**config.mk**
```make
export PLATFORM = sky130hd
export DESIGN_NAME = epi_top
export DESIGN_NICKNAME = d
export VERILOG_FILES = /design/src/hdl/epi_pkg.sv /design/src/hdl/epi_top.sv
export SDC_FILE = /design/constraint.sdc
export NUM_CORES = 1
export LEC_CHECK = 0
export BUFFER_PORTS_ARGS = -buffer_cell sky130_fd_sc_hd__clkbuf_2
export CORE_ASPECT_RATIO = 0.75
export CORE_MARGIN = 4
export CORE_UTILIZATION = 50
export CTS_CLUSTER_SIZE = 16
export DETAILED_ROUTE_END_ITERATION = 16
export GPL_TIMING_DRIVEN = 0
export HOLD_SLACK_MARGIN = 0.03
export PLACE_DENSITY = 0.8
export SETUP_SLACK_MARGIN = 0.3
export SLEW_MARGIN = 20
export SYNTH_ARGS = -nofsm -noshare
export SYNTH_HDL_FRONTEND = slang
export SYNTH_SLANG_ARGS = --single-unit
```
**constraint.sdc**
```tcl
create_clock -name aclk -period 2.55 [get_ports aclk]
set_clock_uncertainty 0.15 [all_clocks]
set_input_delay 0.51 -clock aclk [delete_from_list [all_inputs] [get_ports aclk]]
set_output_delay 0.51 -clock aclk [all_outputs]
set_load 0.01 [all_outputs]
```
**src/hdl/epi_pkg.sv**
```systemverilog
// Constants and types for the external pin interrupt block
package epi_pkg;
   localparam int EPI_AW = 8;
   // Register byte offsets
   localparam logic [EPI_AW-1:0] EPI_OFF_SENSE  = 8'h00;
   localparam logic [EPI_AW-1:0] EPI_OFF_ENABLE = 8'h04;
   localparam logic [EPI_AW-1:0] EPI_OFF_FLAGS  = 8'h08;
   localparam logic [EPI_AW-1:0] EPI_OFF_PCMASK = 8'h0C;
   // Decoded register index
   localparam logic [2:0] EPI_IDX_SENSE  = 3'h0;
   localparam logic [2:0] EPI_IDX_ENABLE = 3'h1;
   localparam logic [2:0] EPI_IDX_FLAGS  = 3'h2;
   localparam logic [2:0] EPI_IDX_PCMASK = 3'h3;
   localparam logic [2:0] EPI_IDX_NONE   = 3'h4;
   // Field positions: bits shared by enable and flag registers, then sense fields and enable mask
   localparam int EPI_BIT_EXT0 = 6;
   localparam int EPI_BIT_EXT1 = 7;
   localparam int EPI_BIT_PC   = 5;
   localparam int EPI_SENSE_W  = 2;
   localparam int EPI_SENSE0_LSB = 0;
   localparam int EPI_SENSE1_LSB = 2;
   localparam logic [7:0] EPI_EN_MASK = 8'hE0;
   // Reset values
   localparam logic [7:0] EPI_RST_SENSE  = 8'h00;
   localparam logic [7:0] EPI_RST_ENABLE = 8'h00;
   localparam logic [7:0] EPI_RST_PCMASK = 8'h00;
   localparam logic [2:0] EPI_RST_FLAGS  = 3'h0;
   // Bus responses
   localparam logic [1:0] EPI_RESP_OKAY   = 2'h0;
   localparam logic [1:0] EPI_RESP_SLVERR = 2'h2;

   typedef enum logic [1:0] {
      EPI_SNS_LOW  = 2'h0,
      EPI_SNS_ANY  = 2'h1,
      EPI_SNS_FALL = 2'h2,
      EPI_SNS_RISE = 2'h3
   } epi_sense_t;

   typedef struct packed {
      logic [EPI_AW-1:0] awaddr;
      logic              awvalid;
      logic [31:0]       wdata;
      logic [3:0]        wstrb;
      logic              wvalid;
      logic              bready;
      logic [EPI_AW-1:0] araddr;
      logic              arvalid;
      logic              rready;
   } epi_axi_in_t;

   typedef struct packed {
      logic        awready;
      logic        wready;
      logic        bvalid;
      logic [1:0]  bresp;
      logic        arready;
      logic        rvalid;
      logic [31:0] rdata;
      logic [1:0]  rresp;
   } epi_axi_out_t;

   typedef struct packed {
      logic [9:0]        sy1;
      logic [9:0]        sy2;
      logic [9:0]        prev;
      logic [7:0]        sense;
      logic [7:0]        enable;
      logic [7:0]        pcmask;
      logic [2:0]        flag;
      logic              aw_got;
      logic [EPI_AW-1:0] aw_addr;
      logic              w_got;
      logic [7:0]        w_data;
      logic              w_lane0;
      epi_axi_out_t      axo;
      logic [2:0]        irq;
      logic              wake;
   } epi_state_t;
endpackage

```
**src/hdl/epi_top.sv**
```systemverilog
// External pin interrupt logic with AXI4-Lite registers
// What this block does
// RULE_01: Pins trigger even when driven as outputs
// RULE_02: Any masked-in pin-change toggle raises shared request
// RULE_03: Pin-change detection works with I/O clock stopped
// RULE_04: Pin one sense: low, change, fall, rise
// RULE_05: Pin zero sense: same four-way encoding
// RULE_06: Level mode requests while pin stays low
// RULE_07: Edge detection needs the running I/O clock
// RULE_08: Low-level detection wakes without I/O clock
// RULE_09: Level gone before start-up: no request
// RULE_10: Pin sampled; pulses over one clock detected
// RULE_11: Source holds low level until instruction ends
// RULE_12: Enable bit 7 plus global flag gates pin one
// RULE_13: Enable bit 6 plus global flag gates pin zero
// RULE_14: Enable bit 5 plus global flag gates pin-change
// RULE_15: Edge flags 7,6 set; cleared by handler or one
// RULE_16: Flag reads cleared while in level mode
// RULE_17: Flag 5 set on change; handler or one clears
// RULE_18: Mask bit counts only with shared enable set
// RULE_19: Compare current and previous sample each clock
`timescale 1ns/1ps
`default_nettype none
module epi_top (
   input  wire logic                 aclk,               // System clock
   input  wire logic                 aresetn,            // Sync reset, low
   input  wire epi_pkg::epi_axi_in_t s_axi_in,           // AXI4-Lite requests
   output var  epi_pkg::epi_axi_out_t s_axi_out,         // AXI4-Lite answers
   input  wire logic                 ext_irq_pin_zero,   // Dedicated pin 0
   input  wire logic                 ext_irq_pin_one,    // Dedicated pin 1
   input  wire logic [7:0]           pin_change_inputs,  // Pin-change pins
   input  wire logic                 core_global_irq_en, // Core global flag
   input  wire logic                 io_clk_run,         // I/O clock running
   input  wire logic [2:0]           irq_taken,          // Vector entered
   output var  logic [2:0]           irq_req,            // Requests to core
   output var  logic                 wake_req            // Wake from sleep
);
   import epi_pkg::*;

   epi_state_t st_r;
   epi_state_t st_nxt;
   logic [2:0] set_ev;
   logic [2:0] clr_sw;
   logic [1:0] lvl_low;
   logic [1:0] lvl_mode;
   logic [7:0] pc_chg;
   logic       pc_en;
   logic       do_wr;
   logic [2:0] wr_idx;
   logic [2:0] rd_idx;
   logic [7:0] rd_val;

   function automatic logic [2:0] epi_decode(input logic [EPI_AW-1:0] a);
      logic [2:0] idx;
      case (a)
         EPI_OFF_SENSE:  idx = EPI_IDX_SENSE;
         EPI_OFF_ENABLE: idx = EPI_IDX_ENABLE;
         EPI_OFF_FLAGS:  idx = EPI_IDX_FLAGS;
         EPI_OFF_PCMASK: idx = EPI_IDX_PCMASK;
         default:        idx = EPI_IDX_NONE;
      endcase
      return idx;
   endfunction

   assign pc_en = st_r.enable[EPI_BIT_PC];
   // Per-pin mask only counts while the shared enable is on
   assign pc_chg = (st_r.sy2[9:2] ^ st_r.prev[9:2]) & st_r.pcmask
                   & {8{pc_en}}; // RULE_18
   // Flag set on any enabled toggle, no I/O clock needed
   assign set_ev[2] = |pc_chg; // RULE_02 RULE_03

   genvar g;
   generate
      for (g = 0; g < 2; g++) begin : g_ext
         logic [1:0] mode;
         logic       now_v;
         logic       old_v;
         logic       edge_v;
         assign mode  = st_r.sense[EPI_SENSE0_LSB + EPI_SENSE_W*g +: EPI_SENSE_W];
         // Synchronised sample against previous sample
         assign now_v = st_r.sy2[g]; // RULE_10 RULE_19
         assign old_v = st_r.prev[g];
         always_comb begin
            case (mode)
               EPI_SNS_ANY:  edge_v = now_v ^ old_v; // RULE_04 RULE_05
               EPI_SNS_FALL: edge_v = old_v & ~now_v;
               EPI_SNS_RISE: edge_v = now_v & ~old_v;
               default:      edge_v = 1'b0;
            endcase
         end
         // Edges only seen while the I/O clock runs
         assign set_ev[g]   = edge_v & io_clk_run; // RULE_07
         assign lvl_mode[g] = (mode == EPI_SNS_LOW);
         // Level path ignores io_clk_run so it can wake the part
         assign lvl_low[g]  = lvl_mode[g] & ~now_v
                              & st_r.enable[EPI_BIT_EXT0 + g]; // RULE_08
      end
   endgenerate

   assign wr_idx = epi_decode(st_r.aw_addr);
   assign rd_idx = epi_decode(s_axi_in.araddr);
   assign do_wr  = st_r.aw_got & st_r.w_got & ~st_r.axo.bvalid;

   always_comb begin
      case (rd_idx)
         EPI_IDX_SENSE:  rd_val = st_r.sense;
         EPI_IDX_ENABLE: rd_val = st_r.enable;
         EPI_IDX_PCMASK: rd_val = st_r.pcmask;
         EPI_IDX_FLAGS: begin
            rd_val = 8'h00;
            // Level-mode flags read zero even right after a mode write
            rd_val[EPI_BIT_EXT1] = st_r.flag[1] & ~lvl_mode[1]; // RULE_16
            rd_val[EPI_BIT_EXT0] = st_r.flag[0] & ~lvl_mode[0];
            rd_val[EPI_BIT_PC]   = st_r.flag[2];
         end
         default:        rd_val = 8'h00;
      endcase
   end

   always_comb begin
      st_nxt = st_r;
      clr_sw = 3'h0;
      // Pins are read as levels, whatever drives them
      st_nxt.sy1 = {pin_change_inputs, ext_irq_pin_one,
                    ext_irq_pin_zero}; // RULE_01
      st_nxt.sy2 = st_r.sy1;
      st_nxt.prev[9:2] = st_r.sy2[9:2];
      // Frozen with the I/O clock, so a level change across a stall is seen on restart
      if (io_clk_run) begin
         st_nxt.prev[1:0] = st_r.sy2[1:0]; // RULE_07
      end

      if (s_axi_in.awvalid && st_r.axo.awready) begin
         st_nxt.aw_got  = 1'b1;
         st_nxt.aw_addr = s_axi_in.awaddr;
      end
      if (s_axi_in.wvalid && st_r.axo.wready) begin
         st_nxt.w_got   = 1'b1;
         st_nxt.w_data  = s_axi_in.wdata[7:0];
         st_nxt.w_lane0 = s_axi_in.wstrb[0];
      end
      if (st_r.axo.bvalid && s_axi_in.bready) begin
         st_nxt.axo.bvalid = 1'b0;
      end
      if (do_wr) begin
         st_nxt.aw_got     = 1'b0;
         st_nxt.w_got      = 1'b0;
         st_nxt.axo.bvalid = 1'b1;
         st_nxt.axo.bresp  = (wr_idx == EPI_IDX_NONE) ?
                             EPI_RESP_SLVERR : EPI_RESP_OKAY;
         if (st_r.w_lane0) begin
            case (wr_idx)
               EPI_IDX_SENSE:  st_nxt.sense  = st_r.w_data;
               EPI_IDX_ENABLE: st_nxt.enable = st_r.w_data & EPI_EN_MASK;
               EPI_IDX_PCMASK: st_nxt.pcmask = st_r.w_data;
               EPI_IDX_FLAGS: begin
                  // Write one to clear
                  clr_sw[1] = st_r.w_data[EPI_BIT_EXT1]; // RULE_15
                  clr_sw[0] = st_r.w_data[EPI_BIT_EXT0];
                  clr_sw[2] = st_r.w_data[EPI_BIT_PC]; // RULE_17
               end
               default: begin
               end
            endcase
         end
      end
      st_nxt.axo.awready = ~st_nxt.aw_got & ~st_nxt.axo.bvalid;
      st_nxt.axo.wready  = ~st_nxt.w_got & ~st_nxt.axo.bvalid;

      if (st_r.axo.rvalid && s_axi_in.rready) begin
         st_nxt.axo.rvalid = 1'b0;
      end
      if (s_axi_in.arvalid && st_r.axo.arready) begin
         st_nxt.axo.rvalid = 1'b1;
         st_nxt.axo.rdata  = {24'h000000, rd_val};
         st_nxt.axo.rresp  = (rd_idx == EPI_IDX_NONE) ?
                             EPI_RESP_SLVERR : EPI_RESP_OKAY;
      end
      st_nxt.axo.arready = ~st_nxt.axo.rvalid;

      // A new event wins over handler or software clear
      st_nxt.flag = (st_r.flag & ~clr_sw & ~irq_taken)
                    | set_ev; // RULE_15 RULE_17
      // Level mode keeps its flag cleared
      st_nxt.flag[1:0] = st_nxt.flag[1:0] & ~lvl_mode; // RULE_16

      // Level requests follow the live pin: a level gone
      // before start-up ends simply leaves no request
      st_nxt.irq[0] = core_global_irq_en & st_r.enable[EPI_BIT_EXT0]
                      & (lvl_mode[0] ? ~st_r.sy2[0]
                                     : st_r.flag[0]); // RULE_06 RULE_09 RULE_13
      st_nxt.irq[1] = core_global_irq_en & st_r.enable[EPI_BIT_EXT1]
                      & (lvl_mode[1] ? ~st_r.sy2[1]
                                     : st_r.flag[1]); // RULE_06 RULE_12
      st_nxt.irq[2] = core_global_irq_en & pc_en & st_r.flag[2]; // RULE_14
      // Wake ignores the global flag and the I/O clock
      st_nxt.wake = (|lvl_low) | (st_r.flag[2] & pc_en); // RULE_03 RULE_08
   end

   always_ff @(posedge aclk) begin
      if (!aresetn) begin
         st_r        <= '0;
         st_r.sense  <= EPI_RST_SENSE;
         st_r.enable <= EPI_RST_ENABLE;
         st_r.pcmask <= EPI_RST_PCMASK;
         st_r.flag   <= EPI_RST_FLAGS;
      end else begin
         st_r <= st_nxt;
      end
   end

   assign s_axi_out = st_r.axo;
   assign irq_req   = st_r.irq;
   assign wake_req  = st_r.wake;
endmodule
`default_nettype wire

```
==> flow_summary.ini, run 1 <==
[status]
status = finished clean

[timing]
setup_ws_ns = 0.567
max_slew_margin_pct = 65.8
fin_crit_sh_pct = 77.8
worst_pin_slew_ns = 0.513
drv_slew = 0
layout_min_cycle_time_ns = 1.98
fmax_mhz = 504
setup_viol = 0
tns_ns = 0
rsz0062_at_grt = no
hold_viol = 0

[setup_path]
cpPeakStageDelay_ns = 0.57
crit_path_max_fanout = 8
crit_path_cell_trace = or4_4 -> nor4b_2 -> buf_4 -> mux2i_1 -> nor2b_1
slowest_stage = or4_4
start_kind = flop
required_ns = 2.65
cp.arrival_ns = 2.08
critical_path_class = flop to flop
end_kind = flop

[cts]
post-cts-setup-buffers = 0
clock_latency_ns = 0.35
cts_hold_buffers = 0
cts_tree = done
cts.repair.resized = 0
cts_htree_levels = 3
cts_buffers = 9
cts_sinks = 90
cts_root_buffer = clkbuf_8
clockBufferDepth = 2
clkTransAtPathRegs_ns = 0.08

[routing]
ant_nets = 0
drt-pass1-iter-count = 6
drc = 0
drt_iter0_markers = 172
routed_via_density = 4.81
routed-wl-met3_um = 615
num_vias = 2949
route.met2.wl_mm = 3.72
routedWlPerCell_um = 13.1
highest_layer = met4
wirelength_met1_mm = 3.64
routed_wl_mm = 8.02

[die]
die_height_um = 84.0
row_count = 27
ios = 119
start_util_pct = 51.8
core-area_um2 = 7430
die_width_um = 109
die_area_um2 = 9190

[pwr]
power_density_nw_per_um2 = 596
p_leak_nw = 2.07
peakVddDrop_mv = 0.278

[place]
gp_congestion = 0.881
dp_hpwl_mm = 6.49
dpl_worst_slack_ns = 0.301
port_buffers = 63

[cells_and_area]
syn_to_final_growth_pct = 19.6
fill_cells = 642
layout-drive-gt1-share_pct = 26.2
n_antenna_cell = 0
fin_nets = 585

[synthesis]
ys_seq_area_share_pct = 46.8
async_flop_share_pct = 0
avgSynthCellArea_um2 = 9.44
syn_area_um2 = 3850
ys_dominant_reg_cell = dfxtp_1
synth_seq_cells = 90
syn_inst = 408
synth_edf_count = 0
ys_warn_count = 0
ys_types = 47

[global_routing]
grt_pass1_wl_mm = 13.1
grt_pass1_vias = 2764
grt_overflow = 0
grtUsageTotal_pct = 18.2
antenna_found_initial = 0
grt_start_max_net_pins = 16

[flow_run]
cap_violations = 0

[min_path]
hold_path.class = input pin to flop
cell families (layout without fill, tap and decap cells):
group / after synthesis / in the layout / synth area share [%]
AOI/OAI and AO/OA: 58 / 58 / 11.2
xor gates and xnor gates: 8 / 8 / 1.82
adders and majority gates: 4 / 4 / 1.30
buffers and inverters: 70 / 149 / 11.3
DFF: 90 / 90 / 46.8
muxes: 26 / 26 / 7.08
other: 1 / 26 / 0.0974
and+or+nand+nor: 151 / 151 / 20.5
layout make-up:
| class | instances | area, um2 | area share (%) |
|---|---|---|---|
| multi-input cells | 273 | 1710 | 37.1 |
| repair buffers | 63 | 315 | 6.85 |
| clock buffers | 10 | 128 | 2.77 |
| well taps | 101 | 126 | 2.74 |
| flip-flops and latches | 90 | 1800 | 39.1 |
| inverters | 9 | 33.8 | 0.734 |
| plain buffers | 61 | 400 | 8.70 |
| clock inverters | 6 | 90.1 | 1.96 |
cell usage after synthesis (2+ instances only):
master | n | area (um2)
a211oi_1 | 2 | 15.0
a21boi_0 | 22 | 165
a21oi_1 | 3 | 15.0
a22oi_1 | 9 | 67.6
and2_1 | 38 | 238
buf_2 | 2 | 10.0
buf_4 | 45 | 338
clkbuf_1 | 13 | 48.8
dfxtp_1 | 90 | 1800
ha_1 | 4 | 50.1
inv_1 | 9 | 33.8
mux2i_1 | 25 | 250
nand2_1 | 70 | 263
nand2b_1 | 4 | 25.0
nand3_1 | 4 | 20.0
nand3b_1 | 3 | 22.5
nor2_1 | 4 | 15.0
nor2b_1 | 10 | 62.6
nor3_1 | 3 | 15.0
o211a_1 | 2 | 20.0
o21ai_0 | 6 | 30.0
o31ai_1 | 5 | 37.5
or2_2 | 2 | 12.5
or3_1 | 3 | 18.8
xor2_1 | 8 | 70.1
sequential cells by signal (all words and copies together) (netlist names):
| signal | flops |
|---|---|
| g_ext.mode | 4 |
| g_ext.now_v | 2 |
| g_ext.old_v | 2 |
| irq_req | 3 |
| pc_en | 1 |
| s_axi_out | 15 |
| st_nxt | 18 |
| st_r | 44 |
| wake_req | 1 |
power by group:
part	switching (mW)	internal, mW
Combinational	0.119	0.113
Sequential	0.0265	1.45
Clock	0.483	0.555
Total	0.628	2.11
final timing paths:
kind                    startpoint               end  slack, ns  cells after the start
setup reg to reg          st_r[62]  g_ext[0].mode[1]       0.57                      5
hold reg to reg        st_nxt[109]        st_nxt[99]       0.29                      1
setup / recovery          st_r[62]  g_ext[0].mode[1]       0.57                      5
hold / removal    ext_irq_pin_zero       st_nxt[101]       0.21                      2
placed cells by master, fill, tap and decap left out, types with 2 or more instances in the layout:
cell / synthesis / final
buf_4: 45 / 45
clkbuf_1: 13 / 14
nand3b_1: 3 / 3
mux2i_1: 25 / 25
nor2b_1: 10 / 10
nand3_1: 4 / 4
nor2_1: 4 / 4
nand2b_1: 4 / 4
and2_1: 38 / 38
a22oi_1: 9 / 9
nor3_1: 3 / 3
nand2_1: 70 / 70
o31ai_1: 5 / 5
a21oi_1: 3 / 3
clkbuf_8: 0 / 9
buf_2: 2 / 2
a211oi_1: 2 / 2
ha_1: 4 / 4
clkbuf_2: 0 / 63
or3_1: 3 / 3
conb_1: 1 / 26
inv_1: 9 / 9
or2_2: 2 / 2
a21boi_0: 22 / 22
dfxtp_1: 90 / 90
o21ai_0: 6 / 6
o211a_1: 2 / 2
xor2_1: 8 / 8
bufinv_16: 0 / 2
worst max-delay path: cells and delay by family (launching register included):
family	cells	cell delay [ns]
buffers and inverters	1	0.25
DFF	1	0.33
muxes	1	0.21
and+or+nand+nor	3	0.93
routing by layer:
| layer | GRT usage (%) | vias to the layer above |
|---|---|---|
| met3 | 5.88 | 8 |
| met1 | 24.2 | 1348 |
| met2 | 29.1 | 99 |
| met4 | 3.51 | 0 |
| met5 | 0 | - |
| li1 | - | 1494 |
metrics by stage:
step / utilization [%] / cell area (um2) / cells / total power [mW] / hold WS, ns
2_1_floorplan: - / 3950 / 433 / 1.66 / 0.262
3_3_place_gp: 59.0 / 4390 / 597 / 1.73 / 0.267
3_5_place_dp: 59.0 / 4390 / 597 / 1.74 / 0.269
4_1_cts: 62.0 / 4600 / 613 / 2.77 / 0.187
5_1_grt: 62.0 / 4600 / 613 / 2.87 / 0.184
6_report: 62.0 / 4600 / 613 / 2.74 / 0.208
(Power assumes the default switching activity.)
==> run 2, diff against run 1 <==
==> constraint.sdc (replaced) <==
create_clock -name aclk -period 2 [get_ports aclk]
set_clock_uncertainty 0.15 [all_clocks]
set_input_delay 0.4 -clock aclk [delete_from_list [all_inputs] [get_ports aclk]]
set_output_delay 0.4 -clock aclk [all_outputs]
set_load 0.01 [all_outputs]
==> run 2 against run 1 <==
Against the previous run: the run now ends with negative setup slack left; count of clock-buffer cells in the layout up 2; first-iteration DRC count down 12%; hold slack worse by 0.11 ns; worst setup slack worse by 0.63 ns; combinational power up 43%; critical path depth up 1; fmax down 3.7%; power up 26%; via count up 2.6%; global-route usage up 1.1 points; flip-flop and latch count unchanged; critical endpoint is now pc_en; highest routed layer unchanged.
==> flow_summary.ini, run 2 (synthesis gave the netlist of run 1 again) <==
[setup_path]
startpoint = st_r[62]
r2r-end = pc_en
crit_path_cell_trace = or4_4 -> buf_4 -> nor3_4 -> and3b_1 -> buf_6 -> mux2i_1
cp-endpoint = pc_en
cp.buffers_inverters = 2
slowest_stage = or4_4
end_kind = flop
required_ns = 2.11
cp.arrival_ns = 2.17
critPathTopFamily = simple AND/OR/NAND/NOR gates
cpPeakStageDelay_ns = 0.57
r2r_start = st_r[62]
crit_cells = 6
critical_path_class = flop to flop
start_kind = flop
crit_path_max_fanout = 3
reg2reg_depth = 6
rrSetupSlack_ns = -0.06

[timing]
setup_ws_ns = -0.0582
fin_crit_sh_pct = 103
hold_viol = 0
fmax_mhz = 486
max_slew_margin_pct = 62.4
layout_min_cycle_time_ns = 2.06
drv_slew = 0
timing.hold.ws_ns = 0.0963
setup_viol = 2
worst_pin_slew_ns = 0.564
rsz0062_at_grt = yes

[routing]
routed_via_density = 4.88
drt_iter0_markers = 151
routedWlPerCell_um = 14.0
num_vias = 3027
ant_nets = 0
drc = 0
routed_wl_mm = 8.70
drt-pass1-iter-count = 5

[global_routing]
antenna_found_initial = 0
grtUsageTotal_pct = 19.3
grt_start_max_net_pins = 15
grt_pass1_wl_mm = 13.8
grt_overflow = 0
grt_pass1_vias = 2872

[cells_and_area]
fin_nets = 592
largest-register = st_r
layout-drive-gt1-share_pct = 29.3
post-route-util_pct = 64.6
n_antenna_cell = 0
final_cell_mix = dfxtp_1, nand2_1, clkbuf_2
instances_no_fill = 620
syn_to_final_growth_pct = 24.6
final_common_cell = dfxtp_1
largest_reg_flops = 44

[pwr]
peakVddDrop_mv = 0.383
power_density_nw_per_um2 = 717
netSwitchingFraction_pct = 23.9
p_clk_share_pct = 35.8
comb_power_share_pct = 9.6
internal-power_mw = 2.62
power_switching_uw = 824
p_leak_nw = 2.13
seqPwrFrac_pct = 54.6

[cts]
cts_hold_buffers = 0
clkTransAtPathRegs_ns = 0.09
clock_latency_ns = 0.36
cts_htree_levels = 3
cts_root_buffer = clkbuf_8
cts_sinks = 90
cts_tree = done
clockBufferDepth = 2
cts_buffers = 9

[place]
dp_cells = 597
dp_hpwl_mm = 6.37
gp_congestion = 0.863
port_buffers = 63

[die]
start_util_pct = 51.8
ios = 119
die_area_um2 = 9190
core-area_um2 = 7430
die_height_um = 84.0
die_width_um = 109
row_count = 27

[status]
failed_checks = negative setup slack
status = complete, but fails checks

[flow_run]
cap_violations = 0

[min_path]
hold_path.class = input pin to flop
==> run 2: cell count changes in the layout (fill, tap and decap cells not counted), moves of 2 or more <==
cell and change:
o31ai_4 +4, buf_2 -2, mux2i_1 -2, buf_6 +4
o31ai_1 -5, buf_4 +4
==> run 2: metrics by stage <==
step / setup WS [ns] / setup TNS [ns] / power, mW / area, um2
3_5_place_dp: -0.0955 / -0.429 / 2.22 / 4400
2_1_floorplan: 0.0550 / 0 / 2.12 / 3960
6_report: -0.0582 / -0.0600 / 3.44 / 4800
4_1_cts: 0.0243 / 0 / 3.44 / 4680
3_3_place_gp: -0.0852 / -0.259 / 2.21 / 4400
5_1_grt: -0.120 / -0.621 / 3.59 / 4800
==> run 2: final cells by class <==
cell class | count | area (um2)
clock inverter | 4 | 51.3
sequential | 90 | 1800
buffer | 61 | 422
multi-input combinational | 273 | 1830
tap | 101 | 126
fill | 621 | 2630
clock buffer | 12 | 145
inverter | 9 | 33.8
timing repair buffer | 70 | 390
==> run 2: repair_timing <==
item                       4_1_cts  5_1_grt
setup endpoints to repair       25       29
buffers inserted                 5        2
pin swaps                        2        8
gates resized for setup          8       20
==> run 2: worst min path at each step <==
stage          depth (start not counted)                 start  slack (ns)              to
2_1_floorplan                          1           st_nxt[101]        0.26  g_ext[0].now_v
3_3_place_gp                           1           st_nxt[108]        0.27      st_nxt[98]
3_5_place_dp                           1           st_nxt[108]        0.27      st_nxt[98]
4_1_cts                                2  pin_change_inputs[2]        0.08     st_nxt[105]
5_1_grt                                2  pin_change_inputs[7]        0.09     st_nxt[110]
6_report                               2  pin_change_inputs[2]         0.1     st_nxt[105]
==> run 2: power groups by stage <==
stage	clock (mW)	sequential [mW]	combinational, mW
2_1_floorplan	0	1.91	0.207
6_report	1.23	1.88	0.331
5_1_grt	1.34	1.89	0.369
4_1_cts	1.25	1.88	0.311
3_3_place_gp	0	1.92	0.291
3_5_place_dp	0	1.92	0.298
==> run 2: metal layers <==
metal	GRT usage, %	vias up	routed length, um
met3	5.18	14	718
met1	25.1	1394	3770
met4	5.55	0	121
met5	0	-	0
li1	-	1503	-
met2	31.3	116	4090
